===== src/rtl/dummy_unused.sv =====
`timescale 1ns/1ps
`default_nettype none
`default_nettype wire


===== src/rtl/rfic_pkg.sv =====
package rfic_pkg;

  // Register byte addresses
  localparam logic [7:0] ADDR_CAUSE = 8'h34;
  localparam logic [7:0] ADDR_SENSE = 8'h35;
  localparam logic [7:0] ADDR_EDGE2 = 8'h36;
  localparam logic [7:0] ADDR_TMASK = 8'h39;
  localparam logic [7:0] ADDR_XFLAG = 8'h3A;
  localparam logic [7:0] ADDR_XMASK = 8'h3B;
  localparam logic [7:0] ADDR_CORE = 8'h3F;

  // Reset cause bit positions
  localparam int BIT_WDOG = 3;
  localparam int BIT_BROWN = 2;
  localparam int BIT_PIN = 1;
  localparam int BIT_POWER = 0;
  localparam logic [3:0] CAUSE_RST = 4'h1;

  // External mask and flag bit positions
  localparam int BIT_LINE1 = 7;
  localparam int BIT_LINE0 = 6;
  localparam int BIT_LINE2 = 5;

  // Timer mask bit positions
  localparam int BIT_TOVF = 7;
  localparam int BIT_TMATCH = 6;

  // Global enable position in the core status register
  localparam int BIT_GIE = 7;

  // Sense control field positions and codes
  localparam int SENSE1_HI = 3;
  localparam int SENSE1_LO = 2;
  localparam int SENSE0_HI = 1;
  localparam int SENSE0_LO = 0;
  localparam int EDGE2_BIT = 0;
  localparam logic [1:0] SENSE_LEVEL = 2'h0;
  localparam logic [1:0] SENSE_ANY = 2'h1;
  localparam logic [1:0] SENSE_FALL = 2'h2;
  localparam logic [1:0] SENSE_RISE = 2'h3;

  // Program counter width and vector addresses
  localparam int PC_W = 13;
  localparam logic [12:0] VEC_LINE0 = 13'h0002;
  localparam logic [12:0] VEC_LINE1 = 13'h0004;
  localparam logic [12:0] VEC_LINE2 = 13'h0006;
  localparam logic [12:0] VEC_TMATCH = 13'h000E;
  localparam logic [12:0] VEC_TOVF = 13'h0012;

  // Sequencing counts in clock cycles
  localparam logic [3:0] ENTRY_CYC = 4'h4;
  localparam logic [3:0] WAKE_CYC = 4'h4;
  localparam logic [3:0] RETURN_CYC = 4'h4;
  localparam logic [3:0] CNT_ONE = 4'h1;

  // Interrupt sources, lowest vector first
  typedef enum {SRC_LINE0, SRC_LINE1, SRC_LINE2, SRC_TMATCH, SRC_TOVF} rfic_src_t;

  typedef enum {ST_IDLE, ST_ENTRY, ST_VECTOR, ST_RETURN, ST_HOLD} rfic_state_t;

endpackage : rfic_pkg


===== src/rtl/rfic_top.sv =====
`timescale 1ns/1ps
`default_nettype none

// Overview of operation
// - Reset cause bits 7..4 always read zero.
// - Watchdog cause bit 3 set by watchdog reset, cleared by power-on or zero write.
// - Brown-out cause bit 2 set by brown-out, cleared by power-on or zero write.
// - Pin reset cause bit 1 set by pin reset, cleared by power-on or zero write.
// - Power-on cause bit 0 set by power-on, cleared only by zero write.
// - Taking an interrupt clears global enable; software may set it again.
// - Return from handler sets global enable.
// - Vectoring clears the flag of the source taken.
// - Events set flags even with their enable off; flags stay pending.
// - Pending flags wait for global enable, then serve by priority.
// - Level-sensed request has no flag; seen only while pin condition holds.
// - Entry lasts at least four cycles pushing the 13-bit counter.
// - Entry waits until a multi-cycle instruction finishes.
// - Waking from sleep adds four cycles to entry.
// - Return lasts four cycles: pop counter, stack up two, enable set.
// - After return one main instruction runs before the next entry.
// - Line 1 enabled by mask bit 7, vectors to 004, two sense bits.
// - Line 0 enabled by mask bit 6, vectors to 002, two sense bits.
// - Line 2 enabled by mask bit 5, edge only, one select bit, vector 006.
// - Pin activity triggers even when the pin is driven as an output.
// - External flags 7,6,5 set on event, cleared on entry or write of one.
// - Timer mask bit 7 enables overflow 012, bit 6 match A 00E.
// - Level-sensed enabled line keeps requesting while pin held low.
module rfic_top
  import rfic_pkg::*;
(
  // Clock and power-on reset
  input wire logic clk,
  input wire logic rst,
  // Register port
  input wire logic [7:0] reg_addr,
  input wire logic [7:0] reg_wdata,
  input wire logic reg_wr,
  input wire logic reg_rd,
  output logic [7:0] reg_rdata,
  // Reset cause events from the reset unit
  input wire logic wdog_reset_evt,
  input wire logic brown_reset_evt,
  input wire logic pin_reset_evt,
  // External request pins
  input wire logic ext_req0,
  input wire logic ext_req1,
  input wire logic ext_req2,
  // Timer flag levels and their hardware clears
  input wire logic wide_timer_overflow_flag,
  input wire logic wide_timer_match_a_flag,
  output logic tovf_ack,
  output logic tmatch_ack,
  // Core handshake
  input wire logic core_ready,
  input wire logic core_sleeping,
  input wire logic return_from_handler,
  output logic entry_busy,
  output logic stack_push,
  output logic vector_go,
  output logic [PC_W-1:0] vector_addr,
  output logic return_busy,
  output logic stack_pop,
  output logic global_enable
);

  // Software-visible register state
  logic [3:0] cause_r;
  logic [3:0] sense_r;
  logic edge2_r;
  logic [7:0] tmask_r;
  logic [2:0] xmask_r;
  logic [2:0] xflag_r;
  logic gie_r;

  // Pin history and read-back holding register
  logic [2:0] pin_prev_r;
  logic [7:0] rdata_r;

  // Sequencer state and the captured grant
  rfic_state_t state_r;
  rfic_src_t src_r;
  logic [3:0] cnt_r;
  logic [PC_W-1:0] vec_r;

  // Registered strobes toward the core and the timer
  logic vgo_r;
  logic push_r;
  logic pop_r;
  logic tovf_ack_r;
  logic tmatch_ack_r;

  // Edge or level trigger for a two-bit sense field
  function automatic logic trig2(input logic [1:0] mode, input logic now, input logic prev);
    // Level mode is gated off by the caller, it never makes an event
    case (mode)
      SENSE_LEVEL: trig2 = !now;
      SENSE_ANY: trig2 = now != prev;
      SENSE_FALL: trig2 = prev && !now;
      SENSE_RISE: trig2 = !prev && now;
      default: trig2 = 1'b0;
    endcase
  endfunction : trig2

  // Write decode shared by several registers
  function automatic logic wr_hit(input logic [7:0] a, input logic [7:0] ofs, input logic w);
    wr_hit = w && (a == ofs);
  endfunction : wr_hit

  // Decoded sense modes and level flags
  logic [1:0] mode0;
  logic [1:0] mode1;
  logic lvl0;
  logic lvl1;

  // Per-line events and flag clears
  logic [2:0] evt;
  logic [2:0] xflag_clr_sw;
  logic [2:0] xflag_clr_hw;

  // Requests and the priority pick
  logic [2:0] xreq;
  logic req_tovf;
  logic req_tmatch;
  logic any_req;
  rfic_src_t pick;
  logic [PC_W-1:0] pick_vec;
  logic grant;

  assign mode0 = {sense_r[SENSE0_HI], sense_r[SENSE0_LO]};
  assign mode1 = {sense_r[SENSE1_HI], sense_r[SENSE1_LO]};
  assign lvl0 = mode0 == SENSE_LEVEL;
  assign lvl1 = mode1 == SENSE_LEVEL;

  // Pin is read regardless of its drive direction, so software can self-trigger
  assign evt[0] = !lvl0 && trig2(mode0, ext_req0, pin_prev_r[0]);
  assign evt[1] = !lvl1 && trig2(mode1, ext_req1, pin_prev_r[1]);
  // Line two is edge only; its one select bit picks the polarity
  assign evt[2] = edge2_r ? (!pin_prev_r[2] && ext_req2)
                          : (pin_prev_r[2] && !ext_req2);

  // Requests: level lines bypass the flag entirely
  // Timer flags arrive as levels and are cleared through the ack strobes
  assign xreq[0] = xmask_r[0] && (lvl0 ? !ext_req0 : xflag_r[0]);
  assign xreq[1] = xmask_r[1] && (lvl1 ? !ext_req1 : xflag_r[1]);
  assign xreq[2] = xmask_r[2] && xflag_r[2];
  assign req_tovf = tmask_r[BIT_TOVF] && wide_timer_overflow_flag;
  assign req_tmatch = tmask_r[BIT_TMATCH] && wide_timer_match_a_flag;
  assign any_req = gie_r && (|xreq || req_tovf || req_tmatch);

  // Fixed priority, lowest vector first
  always_comb begin
    // Overflow is the fallback when nothing lower is pending
    pick = SRC_TOVF;
    pick_vec = VEC_TOVF;
    if (xreq[0]) begin
      pick = SRC_LINE0;
      pick_vec = VEC_LINE0;
    end else if (xreq[1]) begin
      pick = SRC_LINE1;
      pick_vec = VEC_LINE1;
    end else if (xreq[2]) begin
      pick = SRC_LINE2;
      pick_vec = VEC_LINE2;
    end else if (req_tmatch) begin
      pick = SRC_TMATCH;
      pick_vec = VEC_TMATCH;
    end
  end

  // Entry only at an instruction boundary, so multi-cycle ops complete first
  assign grant = (state_r == ST_IDLE) && core_ready && any_req;

  // Hardware clear of the external flag taken, on the vectoring cycle
  always_comb begin
    xflag_clr_hw = 3'h0;
    if (state_r == ST_VECTOR) begin
      case (src_r)
        SRC_LINE0: xflag_clr_hw[0] = 1'b1;
        SRC_LINE1: xflag_clr_hw[1] = 1'b1;
        SRC_LINE2: xflag_clr_hw[2] = 1'b1;
        // Timer flags clear through their ack strobes instead
        default: xflag_clr_hw = 3'h0;
      endcase
    end
  end

  // Writing one clears a flag; write bits 6,7,5 map to lines 0,1,2
  assign xflag_clr_sw = wr_hit(reg_addr, ADDR_XFLAG, reg_wr)
                      ? {reg_wdata[BIT_LINE2], reg_wdata[BIT_LINE1], reg_wdata[BIT_LINE0]}
                      : 3'h0;

  // Reset cause flags; power-on flag comes up set, new events beat a clear
  // A write can only clear bits, never set them
  always_ff @(posedge clk or posedge rst) begin
    if (rst) begin
      cause_r <= CAUSE_RST;
    end else begin
      if (wr_hit(reg_addr, ADDR_CAUSE, reg_wr)) begin
        cause_r <= cause_r & reg_wdata[3:0];
      end
      if (wdog_reset_evt) begin
        cause_r[BIT_WDOG] <= 1'b1;
      end
      if (brown_reset_evt) begin
        cause_r[BIT_BROWN] <= 1'b1;
      end
      if (pin_reset_evt) begin
        cause_r[BIT_PIN] <= 1'b1;
      end
    end
  end

  // Configuration registers
  // Unused write bits are dropped, except in the timer mask, which keeps all eight
  always_ff @(posedge clk or posedge rst) begin
    if (rst) begin
      sense_r <= 4'h0;
      edge2_r <= 1'b0;
      tmask_r <= 8'h00;
      xmask_r <= 3'h0;
    end else begin
      if (wr_hit(reg_addr, ADDR_SENSE, reg_wr)) begin
        sense_r <= reg_wdata[3:0];
      end
      if (wr_hit(reg_addr, ADDR_EDGE2, reg_wr)) begin
        edge2_r <= reg_wdata[EDGE2_BIT];
      end
      if (wr_hit(reg_addr, ADDR_TMASK, reg_wr)) begin
        tmask_r <= reg_wdata;
      end
      if (wr_hit(reg_addr, ADDR_XMASK, reg_wr)) begin
        xmask_r <= {reg_wdata[BIT_LINE2], reg_wdata[BIT_LINE1], reg_wdata[BIT_LINE0]};
      end
    end
  end

  // Pin history for edge detection
  // Resets high so idle-high pins show no false edge
  always_ff @(posedge clk or posedge rst) begin
    if (rst) begin
      pin_prev_r <= 3'h7;
    end else begin
      pin_prev_r <= {ext_req2, ext_req1, ext_req0};
    end
  end

  // External flags set regardless of enables; set wins over any clear
  always_ff @(posedge clk or posedge rst) begin
    if (rst) begin
      xflag_r <= 3'h0;
    end else begin
      xflag_r <= (xflag_r & ~(xflag_clr_sw | xflag_clr_hw)) | evt;
    end
  end

  // Global enable: cleared on grant, set at end of return, or by software
  // A grant beats a software write landing in the same cycle
  always_ff @(posedge clk or posedge rst) begin
    if (rst) begin
      gie_r <= 1'b0;
    end else if (grant) begin
      gie_r <= 1'b0;
    end else if (state_r == ST_RETURN && cnt_r == CNT_ONE) begin
      gie_r <= 1'b1;
    end else if (wr_hit(reg_addr, ADDR_CORE, reg_wr)) begin
      gie_r <= reg_wdata[BIT_GIE];
    end
  end

  // Entry and return sequencer
  // A grant wins over a return seen in the same idle cycle
  always_ff @(posedge clk or posedge rst) begin
    if (rst) begin
      state_r <= ST_IDLE;
      src_r <= SRC_LINE0;
      cnt_r <= 4'h0;
      vec_r <= '0;
    end else begin
      case (state_r)
        ST_IDLE: begin
          if (grant) begin
            state_r <= ST_ENTRY;
            src_r <= pick;
            vec_r <= pick_vec;
            cnt_r <= core_sleeping ? ENTRY_CYC + WAKE_CYC : ENTRY_CYC;
          end else if (return_from_handler) begin
            state_r <= ST_RETURN;
            cnt_r <= RETURN_CYC;
          end
        end
        ST_ENTRY: begin
          // Push cycles; the last count launches the vector
          cnt_r <= cnt_r - CNT_ONE;
          if (cnt_r == CNT_ONE) begin
            state_r <= ST_VECTOR;
          end
        end
        ST_VECTOR: begin
          // The taken line's flag clears in this cycle
          state_r <= ST_IDLE;
        end
        ST_RETURN: begin
          // Pop cycles; enable returns on the last one
          cnt_r <= cnt_r - CNT_ONE;
          if (cnt_r == CNT_ONE) begin
            state_r <= ST_HOLD;
          end
        end
        ST_HOLD: begin
          // One main instruction must retire before another entry
          if (core_ready) begin
            state_r <= ST_IDLE;
          end
        end
        default: state_r <= ST_IDLE;
      endcase
    end
  end

  // Registered core strobes
  // Ack pulses line up with the vector strobe for the timer flags
  always_ff @(posedge clk or posedge rst) begin
    if (rst) begin
      push_r <= 1'b0;
      pop_r <= 1'b0;
      vgo_r <= 1'b0;
      tovf_ack_r <= 1'b0;
      tmatch_ack_r <= 1'b0;
    end else begin
      push_r <= grant || (state_r == ST_ENTRY && cnt_r != CNT_ONE);
      pop_r <= (state_r == ST_IDLE && !grant && return_from_handler)
            || (state_r == ST_RETURN && cnt_r != CNT_ONE);
      vgo_r <= state_r == ST_ENTRY && cnt_r == CNT_ONE;
      tovf_ack_r <= state_r == ST_ENTRY && cnt_r == CNT_ONE && src_r == SRC_TOVF;
      tmatch_ack_r <= state_r == ST_ENTRY && cnt_r == CNT_ONE && src_r == SRC_TMATCH;
    end
  end

  // Read data one cycle after the strobe; unmapped reads zero
  // Idle cycles read back zero so stale data never lingers
  always_ff @(posedge clk or posedge rst) begin
    if (rst) begin
      rdata_r <= 8'h00;
    end else if (reg_rd) begin
      case (reg_addr)
        ADDR_CAUSE: rdata_r <= {4'h0, cause_r};
        ADDR_SENSE: rdata_r <= {4'h0, sense_r};
        ADDR_EDGE2: rdata_r <= {7'h00, edge2_r};
        ADDR_TMASK: rdata_r <= tmask_r;
        ADDR_XFLAG: rdata_r <= {xflag_r[1], xflag_r[0], xflag_r[2], 5'h00};
        ADDR_XMASK: rdata_r <= {xmask_r[1], xmask_r[0], xmask_r[2], 5'h00};
        ADDR_CORE: rdata_r <= {gie_r, 7'h00};
        default: rdata_r <= 8'h00;
      endcase
    end else begin
      rdata_r <= 8'h00;
    end
  end

  // Outputs straight from their flip-flops
  assign reg_rdata = rdata_r;

  // Entry strobes; busy and push share one register
  assign entry_busy = push_r;
  assign stack_push = push_r;
  assign vector_go = vgo_r;
  assign vector_addr = vec_r;

  // Return strobes; the core steps its stack pointer on each pop
  assign return_busy = pop_r;
  assign stack_pop = pop_r;
  assign global_enable = gie_r;

  // Timer flag clears, in step with the vector strobe
  assign tovf_ack = tovf_ack_r;
  assign tmatch_ack = tmatch_ack_r;

endmodule : rfic_top

`default_nettype wire


===== config.mk =====
export PLATFORM = sky130hd
export DESIGN_NAME = rfic_top
export DESIGN_NICKNAME = d
export VERILOG_FILES = /design/src/rtl/dummy_unused.sv /design/src/rtl/rfic_pkg.sv /design/src/rtl/rfic_top.sv
export SDC_FILE = /design/constraint.sdc
export NUM_CORES = 1
export LEC_CHECK = 0
export BUFFER_PORTS_ARGS = -buffer_cell sky130_fd_sc_hd__buf_2
export CAP_MARGIN = 40
export CORE_UTILIZATION = 54
export CTS_CLUSTER_DIAMETER = 200
export DETAILED_ROUTE_END_ITERATION = 8
export PLACE_DENSITY = 0.77
export SETUP_SLACK_MARGIN = 0.2
export SLEW_MARGIN = 20
export SYNTH_ARGS = -nofsm -noshare
export SYNTH_HDL_FRONTEND = slang
export SYNTH_SLANG_ARGS = --single-unit

===== constraint.sdc =====
create_clock -name clk -period 2.43 [get_ports clk]
set_input_delay 0.243 -clock clk [delete_from_list [all_inputs] [get_ports clk]]
set_output_delay 0.243 -clock clk [all_outputs]
set_load 0.05 [all_outputs]

Word level (Yosys, flattened, before mapping). Index checks and enable logic that the tools add are counted. Widths: inputs -> output; s select.

Word-level logic and storage cells: 154. Flip-flop bits (word level): 121. Input port bits: 31.

$add $sub $neg: 1. Bitwise operators: 5. Reduce and logical (&&, ||, !) cells: 59. Multiplexer cells: 37. Eq/ne operators: 31.

Operators with widths (count): $mux 32 (5); $eq 32x3->1 const B (4); $pmux 32 s4 (1); $eq 32x2->1 const B (3); $logic_not 32->1 (3); $eq 32x1->1 const B (2); $eq 8x6->1 const B (7); $pmux 8 s7 (1); $eq 32x4->1 const B (1); $logic_and 1x1->1 (31); $mux 5 (4); $mux 3 (6); $mux 4 (4); $mux 1 (12); $logic_not 1->1 (9); $eq 2x2->1 const B (4); $mux 8 (1); $pmux 1 s4 (2); $pmux 4 s2 (1); $reduce_bool 2->1 (4); $ne 2x2->1 const B (3); $or 3x3->3 (2); $and 4x4->4 (1); $eq 2x1->1 const B (2); 14 further kinds (20).

Longest topological paths before layout. Gate-level depths: netlist of the first run.

Depth after elaboration: 12. Gate-level depth with buffers: 6.

Worst setup path before layout of the first run. OpenSTA, ideal clock, no wires.

Kind: register to register. Start: register gie_r, in the netlist global_enable. End: register cnt_r[2]. Path slack: 0.631 ns. Period minus slack after synthesis: 1.799 ns. Arrival time: 1.673 ns. Stages on the path, launching flop included: 5. Required time: 2.304 ns. Path buffers: 0. Cell sequence: dfrtp_1 nand2_1 a221oi_1 o31ai_4 a221o_1.

Cells in the longest elaborated chain, start to end: 4.

RTL lines: from (decl) (line rfic_top.sv:73) `logic gie_r;`; from (signal assigned) (line rfic_top.sv:266) `gie_r <= reg_wdata[BIT_GIE];`; $logic_and 1x1->1 * (line rfic_top.sv:148) `assign any_req = gie_r && (|xreq || req_tovf || req_tmatch);`; $logic_and 1x1->1 * (line rfic_top.sv:171) `assign grant = (state_r == ST_IDLE) && core_ready && any_req;`; $mux 4 or $ne 3x3->1 (tied branches); $pmux 4 s2 or $reduce_and 2->1 (tied branches); to (signal assigned) (line rfic_top.sv:285) `cnt_r <= core_sleeping ? ENTRY_CYC + WAKE_CYC : ENTRY_CYC;`; to (signal assigned) (line rfic_top.sv:293) `cnt_r <= cnt_r - CNT_ONE;`; to (signal assigned) (line rfic_top.sv:304) `cnt_r <= cnt_r - CNT_ONE;`; to (decl) (line rfic_top.sv:82) `logic [3:0] cnt_r;`.

Mark *: on every way between the ends. The rest lies on a longest branch, timed or not. A chain may end at the register's enable or synchronous reset.

Worst setup path after layout of the first run.
Start: register tmask_r[6]. End: register cnt_r[2].

Cells in the longest elaborated chain, start to end: 6.

RTL lines: from (decl) (line rfic_top.sv:70) `logic [7:0] tmask_r;`; from (signal assigned) (line rfic_top.sv:229) `tmask_r <= reg_wdata;`; $logic_and 1x1->1 * (line rfic_top.sv:147) `assign req_tmatch = tmask_r[BIT_TMATCH] && wide_timer_match_a_flag;`; $logic_or 1x1->1 * (line rfic_top.sv:148); $logic_and 1x1->1 * (line rfic_top.sv:148); $logic_and 1x1->1 * (line rfic_top.sv:171); $mux 4 or $ne 3x3->1 (tied branches); $pmux 4 s2 or $reduce_and 2->1 (tied branches).

Marks and branches as above.

==> results of run 1 <==
-- worst min-delay path by stage --
stage	end	slack, ns	depth (start not counted)
finish	pin_prev_r[2]	0.05	1
global route	pin_prev_r[2]	0.04	1
CTS	pin_prev_r[2]	0.04	1
detailed placement	pin_prev_r[2]	0.37	1
global placement	pin_prev_r[2]	0.37	1
floorplan	pin_prev_r[0]	0.25	0
-- cell type report --
class / instances / area [um2]
clock buffers: 5 / 68.8
clock inverters: 3 / 25.0
fillers: 397 / 1710
inverters: 12 / 45.0
multi-input cells: 190 / 1320
flip-flops and latches: 53 / 1330
well taps: 67 / 83.8
repair buffers: 53 / 273
-- placed cells by master, fill, tap and decap left out, types with 3 or more instances in the layout --
master / count
nand3b_1: 6
nand2_1: 23
nor2b_1: 3
dfstp_2: 4
clkbuf_8: 5
ha_1: 6
buf_2: 50
o21ai_0: 12
dfrtp_1: 49
buf_4: 3
nor2_1: 17
nand2b_1: 5
o21a_1: 5
a22oi_1: 7
conb_1: 9
and2_1: 3
a21oi_1: 11
inv_1: 11
nor3_1: 11
mux2i_1: 5
mux2_2: 24
nand3_1: 8
-- layer usage --
metal / global-route usage [%] / up-vias / share of wire [%] / wire [um]
li1: - / 1035 / - / -
met1: 33.5 / 1033 / 48 / 2760
met2: 32.7 / 70 / 46 / 2620
met3: 3.98 / 8 / 4.7 / 268
met4: 7.91 / 0 / 1.6 / 90
met5: 0 / - / 0 / 0
-- cells by family (layout without fill, tap and decap cells) --
logic type,after synthesis,count (layout),share of synthesized area (%)
DFF,53,53,47.8
other,1,9,0.135
AOI/OAI and AO/OA,59,59,15.5
muxes,29,29,11.5
buffers and inverters,32,73,6.11
and+or+nand+nor,86,86,15.9
adders and majority gates,7,7,3.05
-- through the flow --
step | worst slack [ns] | hold WS, ns
2_1_floorplan | 0.631 | 0.247
3_3_place_gp | 0.510 | 0.365
3_5_place_dp | 0.426 | 0.367
4_1_cts | 0.421 | 0.0408
5_1_grt | 0.278 | 0.0434
6_report | 0.377 | 0.0488
-- state kept, by name, summed over array words and instances, names as in the netlist, 2 cells and up --
name         flops
pin_prev_r       3
src_r            2
sense_r          4
xmask_r          3
reg_rdata        8
cnt_r            4
tmask_r          8
state_r          3
vector_addr      4
cause_r          4
xflag_r          3
-- report_power, final --
part	internal (uW)	leakage [uW]	switching (uW)	total (uW)
logic	299	0.000784	557	856
clock network	209	0.0000447	301	509
registers	1010	0.000676	141	1150
-- critical path: cells and delay by family (launching register included) --
| family | cells | cell delay, ns |
|---|---|---|
| compound gates | 4 | 1.30 |
| simple gates | 1 | 0.22 |
| flops | 1 | 0.43 |
==> results.py, run 1 <==
metrics = {
    "detailed_routing": {
        "first_pass_iters": 4,
        "via_per_inst": 5.60,
        "first_iter_violations": 224,
        "via_count": 2146,
        "drc": 0,
        "antenna_left": 0,
        "wire_per_inst_um": 15.0,
        "drt-total-wl_um": 5740,
    },
    "placement": {
        "dp_cells": 375,
        "io_buffers": 50,
        "dpl_cell_area_um2": 3050,
        "place_congestion": 0.879,
        "dp_hpwl_um": 4280,
    },
    "clock_tree": {
        "worstSkewPairLatency_ns": 0.30,
        "cts_tree": "done",
        "ctsHtreeMaxLevel": 2,
        "path_clk_slew_ns": 0.10,
        "clock_path_buffers": 2,
        "postCtsHoldBufs": 0,
        "cts_setup_buffers": 0,
        "cts_root_buf": "clkbuf_8",
        "cts.repair.resized": 0,
        "clock-sinks": 53,
        "cts-buffers-inserted": 5,
    },
    "worst_hold_path": {
        "min_from": "ext_req2",
        "holdCritPathClass": "input port to flip-flop",
    },
    "timing": {
        "tightest_slew_ns": 0.671,
        "setup_violations": 0,
        "fin_crit_sh_pct": 84.5,
        "relSlewSlack_pct": 55.2,
        "finClkSkew_ns": 0.00695,
        "maxSlewViolCount": 0,
        "grt_setup_unrepaired": "false",
        "finalCriticalPeriod_ns": 2.05,
        "finalHoldViolations": 0,
        "max_freq_mhz": 487,
        "finalSetupTns_ns": 0,
    },
    "setup_path": {
        "worst_setup_path_end_kind": "flip-flop",
        "crit_slowest_cell": "a222oi_1",
        "critPathKind": "flip-flop to flip-flop",
        "r2r_cells": 5,
        "critPathRequiredTime_ns": 2.62,
        "start_kind": "flip-flop",
        "critical-path-max-stage-delay_ns": 0.64,
        "crit_path_max_fanout": 5,
        "crit_start": "tmask_r[6]",
        "timing.rr.start": "tmask_r[6]",
        "reg2reg_slack_ns": 0.38,
        "worstReg2RegEnd": "cnt_r[2]",
        "arrival_ns": 2.24,
        "crit_chain": "a222oi_1 > nand3b_1 > o31ai_4 > a311oi_2 > a221o_1",
        "crit_path_end": "cnt_r[2]",
    },
    "die": {
        "die_w_um": 73.8,
        "core_area_um2": 4850,
        "die_h_um": 73.8,
        "num_io_pins": 60,
        "rows": 25,
        "initial_core_util_pct": 57.5,
        "dieArea_um2": 5450,
    },
    "yosys": {
        "synth_cell_types": 48,
        "synthArstFlopShare_pct": 100,
        "synth_top_area_cell": "dfrtp_1",
        "synth_top_area_share_pct": 44.0,
        "seq_area_frac_synth_pct": 47.8,
        "synth_common_cells": "49 x dfrtp_1, 24 x mux2_2, 23 x nand2_1, 17 x nor2_1",
        "synth_edf_count": 0,
        "synth-main-ff-cell": "dfrtp_1",
        "yosys-top-cells-area": "dfrtp_1 44%, mux2_2 9.7%, dfstp_2 3.8%, buf_4 3.2%, nand2_1 3.1%",
        "yosysMostFrequentCell": "dfrtp_1",
        "synth-seq-cells": 53,
        "synth_warnings": 0,
        "synthesis.area_um2": 2790,
        "syn_inst": 267,
        "avgSynthCellArea_um2": 10.4,
    },
    "global_route": {
        "grt_pass1_wl_um": 9150,
        "grt_max_degree": 54,
        "antenna_found_initial": 0,
        "grt_pass1_vias": 1884,
        "track_usage_pct": 22.5,
        "overflow": 0,
    },
    "power_and_ir_drop": {
        "powerDensity_nw_per_um2": 801,
        "finalPower_uw": 2520,
        "ir_drop_mv": 0.463,
        "p_leak_uw": 0.00150,
    },
    "cells_and_area": {
        "final_util_pct": 64.8,
        "fin_area_um2": 3140,
        "diodes": 0,
        "drive_gt1_share_pct": 31.0,
        "fin_nets": 352,
        "fin_cells": 383,
        "area_growth_pct": 12.8,
    },
    "run_status": {
        "status": "finished, final reports clean",
    },
    "job": {
        "max_cap_viol_count": 0,
    },
}
No activity file was read; power rests on OpenSTA's default activity.
==> inputs of run 2 (changes only) <==
clock period = 2.1 ns   (was 2.43 ns; I/O delays follow)
==> run 2 against run 1 <==
  * First-iteration DRC count grew 9.8%
  * Register-to-register slack lost 0.10 ns
  * Clock power grew 9.6%
  * Combinational power grew 16%
  * Via count grew 0.51%
  * Wire length shrank 0.40%
  * Worst hold slack lost 0.027 ns
  * Sequential share of layout area shrank 0.40 points
  * Sequential cell count is the same
  * Worst setup slack lost 0.10 ns
  * Final area grew 0.96%
  * Final cell count grew 1.3%
==> results.py, run 2 (same netlist as run 1, synthesis figures left out) <==
metrics = {
    "cells_and_area": {
        "fin_nets": 357,
        "final_util_pct": 65.4,
        "fillers": 406,
        "fin_cells": 388,
        "seq_area_um2": 1330,
        "area_growth_pct": 13.8,
        "diodes": 0,
        "layout.cells.most_common": "buf_2",
        "final_cell_mix": "50 x buf_2, 49 x dfrtp_1, 24 x mux2_2",
        "multi_input_area_um2": 1320,
        "drive_gt1_share_pct": 31.2,
    },
    "timing": {
        "fin_crit_sh_pct": 86.9,
        "setup_violations": 0,
        "finalWorstSetupSlack_ns": 0.276,
        "tightest_slew_ns": 0.549,
        "finalHoldViolations": 0,
        "grt_setup_unrepaired": "true",
        "relSlewSlack_pct": 63.1,
        "finClkSkew_ns": 0.00886,
        "finalSetupTns_ns": 0,
        "hold_slack_ns": 0.0223,
        "maxSlewViolCount": 0,
        "max_freq_mhz": 548,
        "finalCriticalPeriod_ns": 1.82,
    },
    "global_route": {
        "track_usage_pct": 22.4,
        "grt_max_degree": 23,
        "grt_pass1_wl_um": 9160,
        "overflow": 0,
        "antenna_found_initial": 0,
        "grt_pass1_vias": 1908,
    },
    "power_and_ir_drop": {
        "powerDensity_nw_per_um2": 908,
        "power_frac_seq_pct": 46.2,
        "comb_power_share_pct": 34.5,
        "p_int_uw": 1760,
        "ir_drop_mv": 0.508,
        "p_leak_uw": 0.00152,
        "p_sw_uw": 1120,
        "p_sw_share_pct": 39.0,
        "clkPwrFrac_pct": 19.4,
    },
    "detailed_routing": {
        "antenna_left": 0,
        "via_per_inst": 5.56,
        "first_iter_violations": 246,
        "drc": 0,
        "via_count": 2157,
        "first_pass_iters": 5,
        "drt-total-wl_um": 5720,
        "wire_per_inst_um": 14.7,
    },
    "run_status": {
        "status": "finished, final reports clean",
    },
    "placement": {
        "dp_hpwl_um": 4350,
        "dp_cells": 379,
        "place_congestion": 0.901,
        "post-place-ws_ns": 0.321,
        "io_buffers": 50,
    },
    "clock_tree": {
        "path_clk_slew_ns": 0.09,
        "cts.repair.resized": 0,
        "ctsHtreeMaxLevel": 2,
        "worstSkewPairLatency_ns": 0.30,
        "cts_setup_buffers": 0,
        "clock_path_buffers": 2,
        "cts_root_buf": "clkbuf_8",
        "cts-buffers-inserted": 5,
        "cts_tree": "done",
        "clock-sinks": 53,
    },
    "setup_path": {
        "crit_path_max_fanout": 5,
        "arrival_ns": 2.00,
        "worst_setup_path_end_kind": "flip-flop",
        "worstReg2RegEnd": "cnt_r[2]",
        "critPathKind": "flip-flop to flip-flop",
        "reg2reg_slack_ns": 0.28,
        "start_kind": "flip-flop",
        "r2r_cells": 5,
        "critPathRequiredTime_ns": 2.28,
        "timing.rr.start": "xflag_r[2]",
    },
    "job": {
        "max_cap_viol_count": 0,
    },
    "die": {
        "die_w_um": 73.8,
        "dieArea_um2": 5450,
        "die_h_um": 73.8,
        "initial_core_util_pct": 57.5,
        "core_area_um2": 4850,
        "rows": 25,
        "num_io_pins": 60,
    },
    "worst_hold_path": {
        "min_from": "ext_req2",
        "holdCritPathClass": "input port to flip-flop",
        "whs_path_depth": 1,
        "hold_end": "pin_prev_r[2]",
    },
}
[run 2: timing repair]
item,4_1_cts,5_1_grt
hold buffers,1,0
hold endpoints to repair,13,0
setup endpoints to repair,0,1
[run 2: through the flow]
stage               cell area [um2]  power, uW
floorplan                      2820       2130
global placement               3080       2310
detailed placement             3080       2330
CTS                            3170       2900
global route                   3170       3060
finish                         3170       2880
[run 2: worst max-delay path by stage]
stage,startpoint,to,slack (ns)
3_5_place_dp,tmask_r[6],cnt_r[2],0.32
3_3_place_gp,tmask_r[6],cnt_r[2],0.37
6_report,xflag_r[2],cnt_r[2],0.28
2_1_floorplan,global_enable,cnt_r[2],0.30
4_1_cts,tmask_r[6],cnt_r[2],0.29
5_1_grt,tmask_r[6],cnt_r[2],0.16
[run 2: layout make-up]
class | count | area share (%)
timing repair buffer | 58 | 9.86
tap | 67 | 2.64
sequential | 53 | 42.0
inverter | 12 | 1.42
multi-input combinational | 190 | 41.5
clock inverter | 1 | 0.237
clock buffer | 7 | 2.41
[run 2: critical path: stages, from the launching register on]
cell and delay, ns:
dfrtp_1 0.44, a222oi_1 0.44, nand3b_1 0.20, o31ai_4 0.29
a311oi_2 0.07, a221o_1 0.27
[run 2: routing by layer]
metal | part of all wire (%) | vias to the layer above | track usage (%)
met1 | 46 | 1032 | 33.2
met5 | 0 | - | 0
met3 | 6.0 | 6 | 4.25
met2 | 47 | 81 | 33.7
li1 | - | 1038 | -
met4 | 0.93 | 0 | 5.77
[run 2: power groups by stage]
stage / Sequential (uW) / Clock [uW] / Combinational [uW]
floorplan: 1420 / 0 / 714
global placement: 1340 / 0 / 965
detailed placement: 1350 / 0 / 988
CTS: 1330 / 572 / 998
global route: 1360 / 610 / 1090
finish: 1330 / 558 / 993
